==> config.mk <==
export PLATFORM = sky130hd
export DESIGN_NAME = safety_cpu_status_indicators
export DESIGN_NICKNAME = d
export VERILOG_FILES = /design/src/indicator_pkg.sv /design/src/safety_cpu_status_indicators.sv
export SDC_FILE = /design/constraint.sdc
export NUM_CORES = 1
export LEC_CHECK = 0
export BUFFER_PORTS_ARGS = -buffer_cell sky130_fd_sc_hd__clkbuf_2
export CAP_MARGIN = 10
export CORE_UTILIZATION = 50
export DETAILED_ROUTE_END_ITERATION = 12
export PLACE_DENSITY = 0.83
export SYNTH_ARGS = -nofsm -noshare
export SYNTH_HDL_FRONTEND = slang
export SYNTH_SLANG_ARGS = --single-unit
==> constraint.sdc <==
create_clock -name clk -period 2.1 [get_ports clk]
set_clock_uncertainty 0.1 [all_clocks]
set_input_delay 0.315 -clock clk [delete_from_list [all_inputs] [get_ports clk]]
set_output_delay 0.315 -clock clk [all_outputs]
set_load 0.05 [all_outputs]
==> src/indicator_pkg.sv <==
package indicator_pkg;

  // system clock and flash timing
  localparam int unsigned CLK_HZ = 50_000_000;
  localparam int unsigned CLK_PERIOD_NS = 20;
  localparam int unsigned FAST_PERIOD_MS = 1000;
  localparam int unsigned SLOW_PERIOD_MS = 2000;
  localparam int unsigned GRACE_S = 30;
  // half period of the fast flash, in cycles
  localparam int unsigned FAST_HALF_CYC = (FAST_PERIOD_MS / 2) * (CLK_HZ / 1000);
  // slow flash is the fast phase divided by two
  localparam int unsigned SLOW_RATIO = SLOW_PERIOD_MS / FAST_PERIOD_MS;
  // grace interval counted in fast half periods
  localparam int unsigned GRACE_HALVES = GRACE_S * 1000 / (FAST_PERIOD_MS / 2);
  localparam int unsigned DIV_W = 25;
  localparam int unsigned GRACE_W = 7;

  // bicolour led drive: bit 1 red, bit 0 green
  localparam logic [1:0] LED_OFF = 2'h0;
  localparam logic [1:0] LED_GREEN = 2'h1;
  localparam logic [1:0] LED_RED = 2'h2;

  // segment patterns, bit order g..a, active high
  localparam logic [6:0] SEG_DASH = 7'h40;
  localparam logic [6:0] SEG_BLANK = 7'h00;

  // condition inputs from internal status logic
  typedef struct packed {
    logic restarting;
    logic init_wait;
    logic initializing;
    logic io_downloading;
    logic hw_critical;
    logic watchdog_timeout;
    logic bus_recoverable;
    logic running_ok;
    logic orig_active;
    logic orig_all_up;
    logic orig_comm_err;
    logic orig_target_missing;
    logic fb_active;
    logic fb_all_up;
    logic fb_comm_err;
    logic fb_master_missing;
    logic fb_io_absent;
    logic prog_halt_err;
    logic prog_local_err;
    logic prog_running;
    logic debug_mode;
    logic fatal;
    logic validated;
    logic sig_confirmed;
    logic [7:0] sig_low;
  } status_in_t;

  // front panel outputs
  typedef struct packed {
    logic [1:0] bus_status_led;
    logic [1:0] originator_network_led;
    logic [1:0] fieldbus_safety_led;
    logic prog_err_led;
    logic run_led;
    logic debug_led;
    logic valid_led;
    logic [6:0] seg_hi;
    logic [6:0] seg_lo;
  } panel_t;

  // indicator state machine for power-up grace
  typedef enum logic [0:0] {
    PH_GRACE = 1'b0,
    PH_NORMAL = 1'b1
  } phase_t;

  // whole module state
  typedef struct packed {
    logic [DIV_W-1:0] div;
    logic fast_ph;
    logic slow_ph;
    logic [GRACE_W-1:0] grace_cnt;
    phase_t phase;
    status_in_t st;
    panel_t panel;
  } ind_state_t;

endpackage

==> src/safety_cpu_status_indicators.sv <==
`timescale 1ns/1ns
module safety_cpu_status_indicators
  import indicator_pkg::*;
(
  // clock and reset
  input wire logic clk,
  input wire logic reset_n,
  // internal status conditions, same clock domain
  input wire status_in_t status_in,
  // front panel drive
  output panel_t panel
);

  ind_state_t cur_ff;
  ind_state_t nxt_ff;

  ////////////////////////////////////////////////////////////////////////////
  // hex digit to segment pattern
  function automatic logic [6:0] hex_seg(input logic [3:0] v);
    logic [6:0] s;
    s = 7'h00;
    unique case (v)
      4'h0: s = 7'h3F;
      4'h1: s = 7'h06;
      4'h2: s = 7'h5B;
      4'h3: s = 7'h4F;
      4'h4: s = 7'h66;
      4'h5: s = 7'h6D;
      4'h6: s = 7'h7D;
      4'h7: s = 7'h07;
      4'h8: s = 7'h7F;
      4'h9: s = 7'h6F;
      4'hA: s = 7'h77;
      4'hB: s = 7'h7C;
      4'hC: s = 7'h39;
      4'hD: s = 7'h5E;
      4'hE: s = 7'h79;
      4'hF: s = 7'h71;
    endcase
    return s;
  endfunction

  ////////////////////////////////////////////////////////////////////////////
  // next state
  always_comb begin
    logic half_tick;
    logic in_grace;
    status_in_t s;
    half_tick = 1'b0;
    in_grace = 1'b0;
    nxt_ff = cur_ff;
    // inputs registered once so panel decode sees stable values
    nxt_ff.st = status_in;
    s = cur_ff.st;

    // single divider feeds every flash phase, keeping them aligned
    if (cur_ff.div == DIV_W'(FAST_HALF_CYC - 1)) begin
      nxt_ff.div = '0;
      half_tick = 1'b1;
    end else begin
      nxt_ff.div = cur_ff.div + DIV_W'(1);
    end
    if (half_tick) begin
      nxt_ff.fast_ph = ~cur_ff.fast_ph;
      // slow phase toggles on every other fast toggle: 2 s period
      if (cur_ff.fast_ph) begin
        nxt_ff.slow_ph = ~cur_ff.slow_ph;
      end
    end

    // power-up grace window, counted in half periods
    unique case (cur_ff.phase)
      PH_GRACE: begin
        in_grace = 1'b1;
        if (half_tick) begin
          if (cur_ff.grace_cnt == GRACE_W'(GRACE_HALVES - 1)) begin
            nxt_ff.phase = PH_NORMAL;
          end else begin
            nxt_ff.grace_cnt = cur_ff.grace_cnt + GRACE_W'(1);
          end
        end
      end
      PH_NORMAL: begin
        in_grace = 1'b0;
      end
    endcase

    // bus status: priority chain from most severe down
    if (s.hw_critical || s.watchdog_timeout) begin
      nxt_ff.panel.bus_status_led = LED_RED;
    end else if (s.bus_recoverable) begin
      nxt_ff.panel.bus_status_led = cur_ff.fast_ph ? LED_RED : LED_OFF;
    end else if (s.restarting || s.init_wait) begin
      nxt_ff.panel.bus_status_led = LED_OFF;
    end else if (s.initializing || s.io_downloading) begin
      nxt_ff.panel.bus_status_led = cur_ff.slow_ph ? LED_GREEN : LED_OFF;
    end else if (s.running_ok) begin
      nxt_ff.panel.bus_status_led = LED_GREEN;
    end else begin
      nxt_ff.panel.bus_status_led = LED_OFF;
    end

    // originator network; missing target in grace still flashes red
    if (!s.orig_active) begin
      nxt_ff.panel.originator_network_led = LED_OFF;
    end else if (s.orig_comm_err || (s.orig_target_missing && in_grace)) begin
      nxt_ff.panel.originator_network_led = cur_ff.fast_ph ? LED_RED : LED_OFF;
    end else if (s.orig_all_up) begin
      nxt_ff.panel.originator_network_led = LED_GREEN;
    end else begin
      nxt_ff.panel.originator_network_led = cur_ff.fast_ph ? LED_GREEN : LED_OFF;
    end

    // fieldbus safety; absent io during grace masks the missing-master error
    if (!s.fb_active) begin
      nxt_ff.panel.fieldbus_safety_led = LED_OFF;
    end else if (s.fb_comm_err ||
                 (s.fb_master_missing && !(in_grace && s.fb_io_absent))) begin
      nxt_ff.panel.fieldbus_safety_led = cur_ff.fast_ph ? LED_RED : LED_OFF;
    end else if (s.fb_all_up && !s.fb_master_missing) begin
      nxt_ff.panel.fieldbus_safety_led = LED_GREEN;
    end else begin
      nxt_ff.panel.fieldbus_safety_led = cur_ff.fast_ph ? LED_GREEN : LED_OFF;
    end

    // program error: halting error outranks local error
    if (s.prog_halt_err) begin
      nxt_ff.panel.prog_err_led = 1'b1;
    end else if (s.prog_local_err) begin
      nxt_ff.panel.prog_err_led = cur_ff.fast_ph;
    end else begin
      nxt_ff.panel.prog_err_led = 1'b0;
    end

    // run indicator; fatal fault forces dark
    if (s.fatal) begin
      nxt_ff.panel.run_led = 1'b0;
    end else if (s.initializing) begin
      nxt_ff.panel.run_led = cur_ff.fast_ph;
    end else begin
      nxt_ff.panel.run_led = s.prog_running;
    end

    nxt_ff.panel.debug_led = s.debug_mode && !s.fatal;
    nxt_ff.panel.valid_led = s.validated && !s.fatal;

    // display: blanked on the dark half while originator links establish
    if (s.orig_active && !s.orig_all_up && !cur_ff.fast_ph) begin
      nxt_ff.panel.seg_hi = SEG_BLANK;
      nxt_ff.panel.seg_lo = SEG_BLANK;
    end else if (!s.sig_confirmed) begin
      nxt_ff.panel.seg_hi = SEG_DASH;
      nxt_ff.panel.seg_lo = SEG_DASH;
    end else begin
      nxt_ff.panel.seg_hi = hex_seg(s.sig_low[7:4]);
      nxt_ff.panel.seg_lo = hex_seg(s.sig_low[3:0]);
    end
  end

  ////////////////////////////////////////////////////////////////////////////
  // state register
  always_ff @(posedge clk or negedge reset_n) begin
    if (!reset_n) begin
      cur_ff <= '0;
    end else begin
      cur_ff <= nxt_ff;
    end
  end

  assign panel = cur_ff.panel;

  ////////////////////////////////////////////////////////////////////////////
  // checks
  logic fast_edge;
  assign fast_edge = (cur_ff.div == DIV_W'(FAST_HALF_CYC - 1));

  chk_bus_critical_red: assert property (@(posedge clk) disable iff (!reset_n)
    (cur_ff.st.hw_critical || cur_ff.st.watchdog_timeout) |=> panel.bus_status_led == LED_RED)
    else $error("bus led not red on critical error");

  chk_bus_normal_green: assert property (@(posedge clk) disable iff (!reset_n)
    (cur_ff.st.running_ok && !cur_ff.st.hw_critical && !cur_ff.st.watchdog_timeout &&
     !cur_ff.st.bus_recoverable && !cur_ff.st.restarting && !cur_ff.st.init_wait &&
     !cur_ff.st.initializing && !cur_ff.st.io_downloading)
    |=> panel.bus_status_led == LED_GREEN)
    else $error("bus led not green in normal run");

  chk_bus_restart_dark: assert property (@(posedge clk) disable iff (!reset_n)
    (cur_ff.st.restarting && !cur_ff.st.hw_critical && !cur_ff.st.watchdog_timeout &&
     !cur_ff.st.bus_recoverable) |=> panel.bus_status_led == LED_OFF)
    else $error("bus led lit while restarting");

  chk_fast_phase_toggle: assert property (@(posedge clk) disable iff (!reset_n)
    fast_edge |=> cur_ff.fast_ph != $past(cur_ff.fast_ph))
    else $error("fast phase did not toggle on divider wrap");

  chk_fast_phase_hold: assert property (@(posedge clk) disable iff (!reset_n)
    !fast_edge |=> $stable(cur_ff.fast_ph))
    else $error("fast phase moved between divider wraps");

  chk_slow_from_fast: assert property (@(posedge clk) disable iff (!reset_n)
    (fast_edge && !cur_ff.fast_ph) |=> $stable(cur_ff.slow_ph))
    else $error("slow phase toggled at wrong fast edge");

  chk_prog_halt_red: assert property (@(posedge clk) disable iff (!reset_n)
    cur_ff.st.prog_halt_err |=> panel.prog_err_led)
    else $error("program error led not lit on halting error");

  chk_debug_fatal_off: assert property (@(posedge clk) disable iff (!reset_n)
    cur_ff.st.fatal |=> !panel.debug_led && !panel.run_led && !panel.valid_led)
    else $error("led lit after fatal fault");

  chk_orig_idle_dark: assert property (@(posedge clk) disable iff (!reset_n)
    !cur_ff.st.orig_active |=> panel.originator_network_led == LED_OFF)
    else $error("originator led lit while idle");

  chk_fb_grace_mask: assert property (@(posedge clk) disable iff (!reset_n)
    (cur_ff.phase == PH_GRACE && cur_ff.st.fb_active && !cur_ff.st.fb_comm_err &&
     cur_ff.st.fb_io_absent) |=> panel.fieldbus_safety_led != LED_RED)
    else $error("fieldbus led red during grace with io absent");

  chk_sig_dash: assert property (@(posedge clk) disable iff (!reset_n)
    (!cur_ff.st.sig_confirmed && !cur_ff.st.orig_active) |=>
    panel.seg_hi == SEG_DASH && panel.seg_lo == SEG_DASH)
    else $error("display not dashed with unconfirmed signature");

  // bus led flashes follow the phase held when the status was sampled
  chk_bus_recov_flash: assert property (@(posedge clk) disable iff (!reset_n)
    (cur_ff.st.bus_recoverable && !cur_ff.st.hw_critical && !cur_ff.st.watchdog_timeout)
    |=> panel.bus_status_led == ($past(cur_ff.fast_ph) ? LED_RED : LED_OFF))
    else $error("bus led not flashing red on recoverable error");

  chk_bus_init_slow: assert property (@(posedge clk) disable iff (!reset_n)
    ((cur_ff.st.initializing || cur_ff.st.io_downloading) && !cur_ff.st.hw_critical &&
     !cur_ff.st.watchdog_timeout && !cur_ff.st.bus_recoverable && !cur_ff.st.restarting &&
     !cur_ff.st.init_wait)
    |=> panel.bus_status_led == ($past(cur_ff.slow_ph) ? LED_GREEN : LED_OFF))
    else $error("bus led not slow flashing green during init");

  // originator led; a missing target in grace flashes red instead of counting
  chk_orig_up_green: assert property (@(posedge clk) disable iff (!reset_n)
    (cur_ff.st.orig_active && cur_ff.st.orig_all_up && !cur_ff.st.orig_comm_err &&
     !cur_ff.st.orig_target_missing) |=> panel.originator_network_led == LED_GREEN)
    else $error("originator led not green with links up");

  chk_orig_connect_flash: assert property (@(posedge clk) disable iff (!reset_n)
    (cur_ff.st.orig_active && !cur_ff.st.orig_all_up && !cur_ff.st.orig_comm_err &&
     !cur_ff.st.orig_target_missing)
    |=> panel.originator_network_led == ($past(cur_ff.fast_ph) ? LED_GREEN : LED_OFF))
    else $error("originator led not flashing green while connecting");

  chk_orig_err_red: assert property (@(posedge clk) disable iff (!reset_n)
    (cur_ff.st.orig_active && cur_ff.st.orig_comm_err)
    |=> panel.originator_network_led == ($past(cur_ff.fast_ph) ? LED_RED : LED_OFF))
    else $error("originator led not flashing red on comm error");

  chk_orig_grace_red: assert property (@(posedge clk) disable iff (!reset_n)
    (cur_ff.phase == PH_GRACE && cur_ff.st.orig_active && cur_ff.st.orig_target_missing)
    |=> panel.originator_network_led == ($past(cur_ff.fast_ph) ? LED_RED : LED_OFF))
    else $error("originator led not flashing red for missing target in grace");

  // fieldbus led
  chk_fb_up_green: assert property (@(posedge clk) disable iff (!reset_n)
    (cur_ff.st.fb_active && cur_ff.st.fb_all_up && !cur_ff.st.fb_comm_err &&
     !cur_ff.st.fb_master_missing) |=> panel.fieldbus_safety_led == LED_GREEN)
    else $error("fieldbus led not green with all masters up");

  chk_fb_err_red: assert property (@(posedge clk) disable iff (!reset_n)
    (cur_ff.st.fb_active && cur_ff.st.fb_comm_err)
    |=> panel.fieldbus_safety_led == ($past(cur_ff.fast_ph) ? LED_RED : LED_OFF))
    else $error("fieldbus led not flashing red on comm error");

  chk_fb_idle_dark: assert property (@(posedge clk) disable iff (!reset_n)
    !cur_ff.st.fb_active |=> panel.fieldbus_safety_led == LED_OFF)
    else $error("fieldbus led lit while not executed");

  chk_fb_grace_green: assert property (@(posedge clk) disable iff (!reset_n)
    (cur_ff.phase == PH_GRACE && cur_ff.st.fb_active && !cur_ff.st.fb_comm_err &&
     cur_ff.st.fb_io_absent && cur_ff.st.fb_master_missing)
    |=> panel.fieldbus_safety_led == ($past(cur_ff.fast_ph) ? LED_GREEN : LED_OFF))
    else $error("fieldbus led not flashing green in grace with io absent");

  // program error and run leds
  chk_prog_local_flash: assert property (@(posedge clk) disable iff (!reset_n)
    (!cur_ff.st.prog_halt_err && cur_ff.st.prog_local_err)
    |=> panel.prog_err_led == $past(cur_ff.fast_ph))
    else $error("program error led not flashing on local error");

  chk_prog_clear_dark: assert property (@(posedge clk) disable iff (!reset_n)
    (!cur_ff.st.prog_halt_err && !cur_ff.st.prog_local_err) |=> !panel.prog_err_led)
    else $error("program error led lit without error");

  chk_run_init_flash: assert property (@(posedge clk) disable iff (!reset_n)
    (!cur_ff.st.fatal && cur_ff.st.initializing) |=> panel.run_led == $past(cur_ff.fast_ph))
    else $error("run led not flashing during init");

  chk_run_prog_on: assert property (@(posedge clk) disable iff (!reset_n)
    (!cur_ff.st.fatal && !cur_ff.st.initializing)
    |=> panel.run_led == $past(cur_ff.st.prog_running))
    else $error("run led does not follow program execution");

  // mode leds and display
  chk_debug_mode_on: assert property (@(posedge clk) disable iff (!reset_n)
    (cur_ff.st.debug_mode && !cur_ff.st.fatal) |=> panel.debug_led)
    else $error("debug led dark in debug mode");

  chk_valid_stored_on: assert property (@(posedge clk) disable iff (!reset_n)
    (cur_ff.st.validated && !cur_ff.st.fatal) |=> panel.valid_led)
    else $error("valid led dark with validated data stored");

  chk_seg_connect_blank: assert property (@(posedge clk) disable iff (!reset_n)
    (cur_ff.st.orig_active && !cur_ff.st.orig_all_up && !cur_ff.fast_ph) |=>
    panel.seg_hi == SEG_BLANK && panel.seg_lo == SEG_BLANK)
    else $error("display not blanked on dark half while connecting");

  chk_seg_steady_digits: assert property (@(posedge clk) disable iff (!reset_n)
    (cur_ff.st.sig_confirmed && (cur_ff.st.orig_all_up || !cur_ff.st.orig_active)) |=>
    panel.seg_lo != SEG_BLANK && panel.seg_lo != SEG_DASH && panel.seg_hi != SEG_BLANK)
    else $error("display not showing digits once links are steady");

  // timebase; a runaway divider would stretch every flash at once
  chk_div_in_range: assert property (@(posedge clk) disable iff (!reset_n)
    cur_ff.div <= DIV_W'(FAST_HALF_CYC - 1))
    else $error("flash divider beyond its half period");

  chk_grace_no_reopen: assert property (@(posedge clk) disable iff (!reset_n)
    cur_ff.phase == PH_NORMAL |=> cur_ff.phase == PH_NORMAL)
    else $error("grace window reopened after it closed");

  cov_bus_recover_flash: cover property (@(posedge clk) disable iff (!reset_n)
    panel.bus_status_led == LED_RED ##1 panel.bus_status_led == LED_OFF);
  cov_grace_end: cover property (@(posedge clk) disable iff (!reset_n)
    cur_ff.phase == PH_GRACE ##1 cur_ff.phase == PH_NORMAL);
  cov_orig_up: cover property (@(posedge clk) disable iff (!reset_n)
    panel.originator_network_led == LED_GREEN && panel.seg_lo != SEG_BLANK);
  cov_fb_grace_mask: cover property (@(posedge clk) disable iff (!reset_n)
    cur_ff.phase == PH_GRACE && cur_ff.st.fb_master_missing && cur_ff.st.fb_io_absent);
  cov_seg_blank: cover property (@(posedge clk) disable iff (!reset_n)
    panel.seg_hi == SEG_BLANK && panel.seg_lo == SEG_BLANK);

endmodule

==> run_results.csv <==
group,metric,value,unit
run_status,status,"finished, final reports clean",
yosys,syn_area,0.003841,mm^2
drt,drtIter0Drc,206,
place,port-buffer-count,57,
critical_path,reg2reg_slack,0.04,ns
critical_path,crit_path_start,"cur_ff[84]",
timing,whs,0.2903,ns
timing,fin_crit,2.056,ns
power,powerDensity,739.3,mW/mm^2
floorplanning,die_area,0.008037,mm^2
yosys,yosysWarnings,0,
timing,fin_crit_sh,97.90,%
drt,antenna_left,0,
drt,wl_per_cell,15.60,um
critical_path,critPathRequiredTime,2.24,ns
clocking,clk_latency,0.35,ns
yosys,seq_area_frac_synth,59.28,%
grt,grt_pass1_vias,2717,
drt,drc_errors,0,
yosys,synth-edff-count,0,
final_layout,n_fill_cell,480,
critical_path,critPathArrivalTime,2.20,ns
floorplanning,die_w,89.65,um
critical_path,cp_max_fo,3,
min_path,hold_class,"in -> async",
yosys,syn_avg_cell_area,11.86,um^2
final_layout,fin_util,64.60,%
power,power_frac_clock,37.7,%
critical_path,rr_endpoint,"cur_ff[58]",
critical_path,crit_buf_inv,0,
grt,grt_max_degree,47,
final_layout,final_cell_mix,"dfrtp_1 (89), clkbuf_2 (56), nor2_1 (36), dlygate4sd3_1 (33), nand2_1 (18)",
critical_path,crit_family,"simple AND/OR/NAND/NOR gates",
critical_path,path_class,"reg -> reg",
yosys,postSynth.asyncResetShare,100.0,%
place,place_area,0.004115,mm^2
clocking,cts_buffer_depth,2,
grt,grt_antenna_before_repair,0,
critical_path,crit_chain,"nor4bb_4 -> nand4_1 -> nor3_4 -> or3b_4 -> mux2_1",
timing,relSlewSlack,67.21,%
place,dp_hpwl,4573,um
clocking,cts-root-buf,"clkbuf_8",
critical_path,endpoint_kind,"flip-flop",
yosys,synthFlopType,"dfrtp_1",
yosys,syn_inst,324,
clocking,clk_pin_slew,0.09,ns
floorplanning,die_y,89.65,um
yosys,synth_top_area_share,59.28,%
timing,fmax,0.4864,GHz
clocking,cts_made_buffers,9,
yosys,synth_top_area_cell,"dfrtp_1",
drt,vias_per_cell,5.262,
floorplanning,placementRows,31,
timing,final-setup-viol-count,0,
drt,drt_pass1_iterations,5,
clocking,numClockSinks,91,
final_layout,finalNetCount,454,
timing,hold_violations,0,
place,gp_congestion,0.8666,
place,dp_cells,456,
power,ir_worst_vdd,527.5,uV
yosys,synth_cell_type_count,40,
final_layout,layout_commonest_cell,"dfrtp_1",
critical_path,timing.rr.start,"cur_ff[84]",
power,p_seq_share,52.8,%
timing,drv_slew,0,
floorplanning,core_area,0.007331,mm^2
clocking,cts_tree,"yes",
critical_path,worstSetupStartpointType,"flip-flop",
critical_path,max_stage_delay,0.43,ns
power,p_leak,2.322,nW
yosys,syn_nets,371,
timing,setup_tns,0,ns
final_layout,area_growth,23.29,%
floorplanning,initial_utilization,52.40,%
grt,grt_pass1_wl,12880,um
drt,drt_wl_total,7972,um
final_layout,final_area,0.004736,mm^2
critical_path,cp_slowest_cell,"dfrtp_1",
grt,globalRouteOverflowTotal,0,
grt,grt_usage,21.85,%
power,p_int,2.619,mW
drt,vias,2689,
clocking,htreeDepth,3,
final_layout,drive_above_1_share,23.30,%
power,p_sw,0.8818,mW
run,drv_cap,0,
critical_path,r2r_cells,5,
power,pwr-share-comb,9.5,%
timing,tightest_slew,0.4908,ns
power,swShare,25.19,%
floorplanning,io_pins,58,
yosys,synth_area_leaders,"dfrtp_1 (59%), buf_4 (4.7%), ha_1 (4.2%)",
yosys,ys_ff_latch,91,
final_layout,stdcell_count,511,
final_layout,antenna_cells,0,
-- synthesized netlist by cell type (3+ instances only) --
master    instances
nand3_1          15
clkbuf_1          7
o21ai_0           4
nand4_1           7
nor3_1            6
nor4_1            3
nand2_1          18
nor2b_1          10
mux2i_1           6
a21oi_1           4
buf_4            24
xnor2_1          16
and4_1            3
a211oi_1          6
dfrtp_1          91
xor2_1           13
ha_1             13
and3_1            5
nor2_1           36
inv_1            10
-- per-layer routing --
| layer | routed length [um] | up-vias | GRT usage, % |
|---|---|---|---|
| li1 | - | 1238 | - |
| met1 | 3119 | 1331 | 26.99 |
| met2 | 4287 | 101 | 36.91 |
| met3 | 367 | 19 | 5.576 |
| met4 | 199 | 0 | 8.802 |
| met5 | 0 | - | 0 |
-- power groups by stage --
stage	sequential, mW	combinational [mW]	clock, mW
3_5_place_dp	1.88	0.282	0
2_1_floorplan	1.86	0.220	0
4_1_cts	1.85	0.332	1.33
5_1_grt	1.85	0.361	1.41
3_3_place_gp	1.88	0.276	0
6_report	1.85	0.333	1.32
-- registers in the layout (all words and copies together), names as in the netlist --
name    count
cur_ff     67
panel      24
-- logic make-up after synthesis --
family / count (synthesis) / share of synthesized area [%]
compound gates: 25 / 4.821
simple gates: 114 / 15.28
buf+inv: 42 / 6.450
xor+xnor: 29 / 6.612
mux: 10 / 3.322
fa+ha+maj: 13 / 4.235
flops: 91 / 59.28
-- final cells by class --
type                       count  area, um^2  area share (%)
timing repair buffer         104       735.7           15.54
tap                           99       123.9           2.616
clock inverter                 6       95.09           2.008
multi-input combinational    191        1336           28.22
sequential                    91        2280           48.14
inverter                      10       37.54          0.7926
clock buffer                  10       127.6           2.695
-- per-stage QoR --
stage | total power, mW | worst slack, ns
after floorplan | 2.083 | 0.09113
after global placement | 2.152 | 0.1052
after detailed placement | 2.161 | 0.04419
after CTS | 3.511 | 0.009758
after global routing | 3.628 | -0.05296
final | 3.501 | 0.04403
-- worst max-delay path by stage --
stage | cells past startpoint | endpoint | slack (ns)
after floorplan | 5 | cur_ff[58] | 0.09
after global placement | 5 | cur_ff[58] | 0.11
after detailed placement | 5 | cur_ff[58] | 0.04
after CTS | 5 | cur_ff[58] | 0.01
after global routing | 5 | cur_ff[58] | -0.05
final | 5 | cur_ff[58] | 0.04
-- what timing repair did --
| item | CTS | global route |
|---|---|---|
| hold buffers | 33 | 0 |
| endpoints found under the hold margin | 52 | 0 |
| gates resized for setup | 1 | 5 |
| setup buffers | 0 | 6 |
| setup endpoints to repair | 1 | 2 |
| pin swaps | 0 | 3 |
Note: power is estimated with default switching activity, not from simulation.
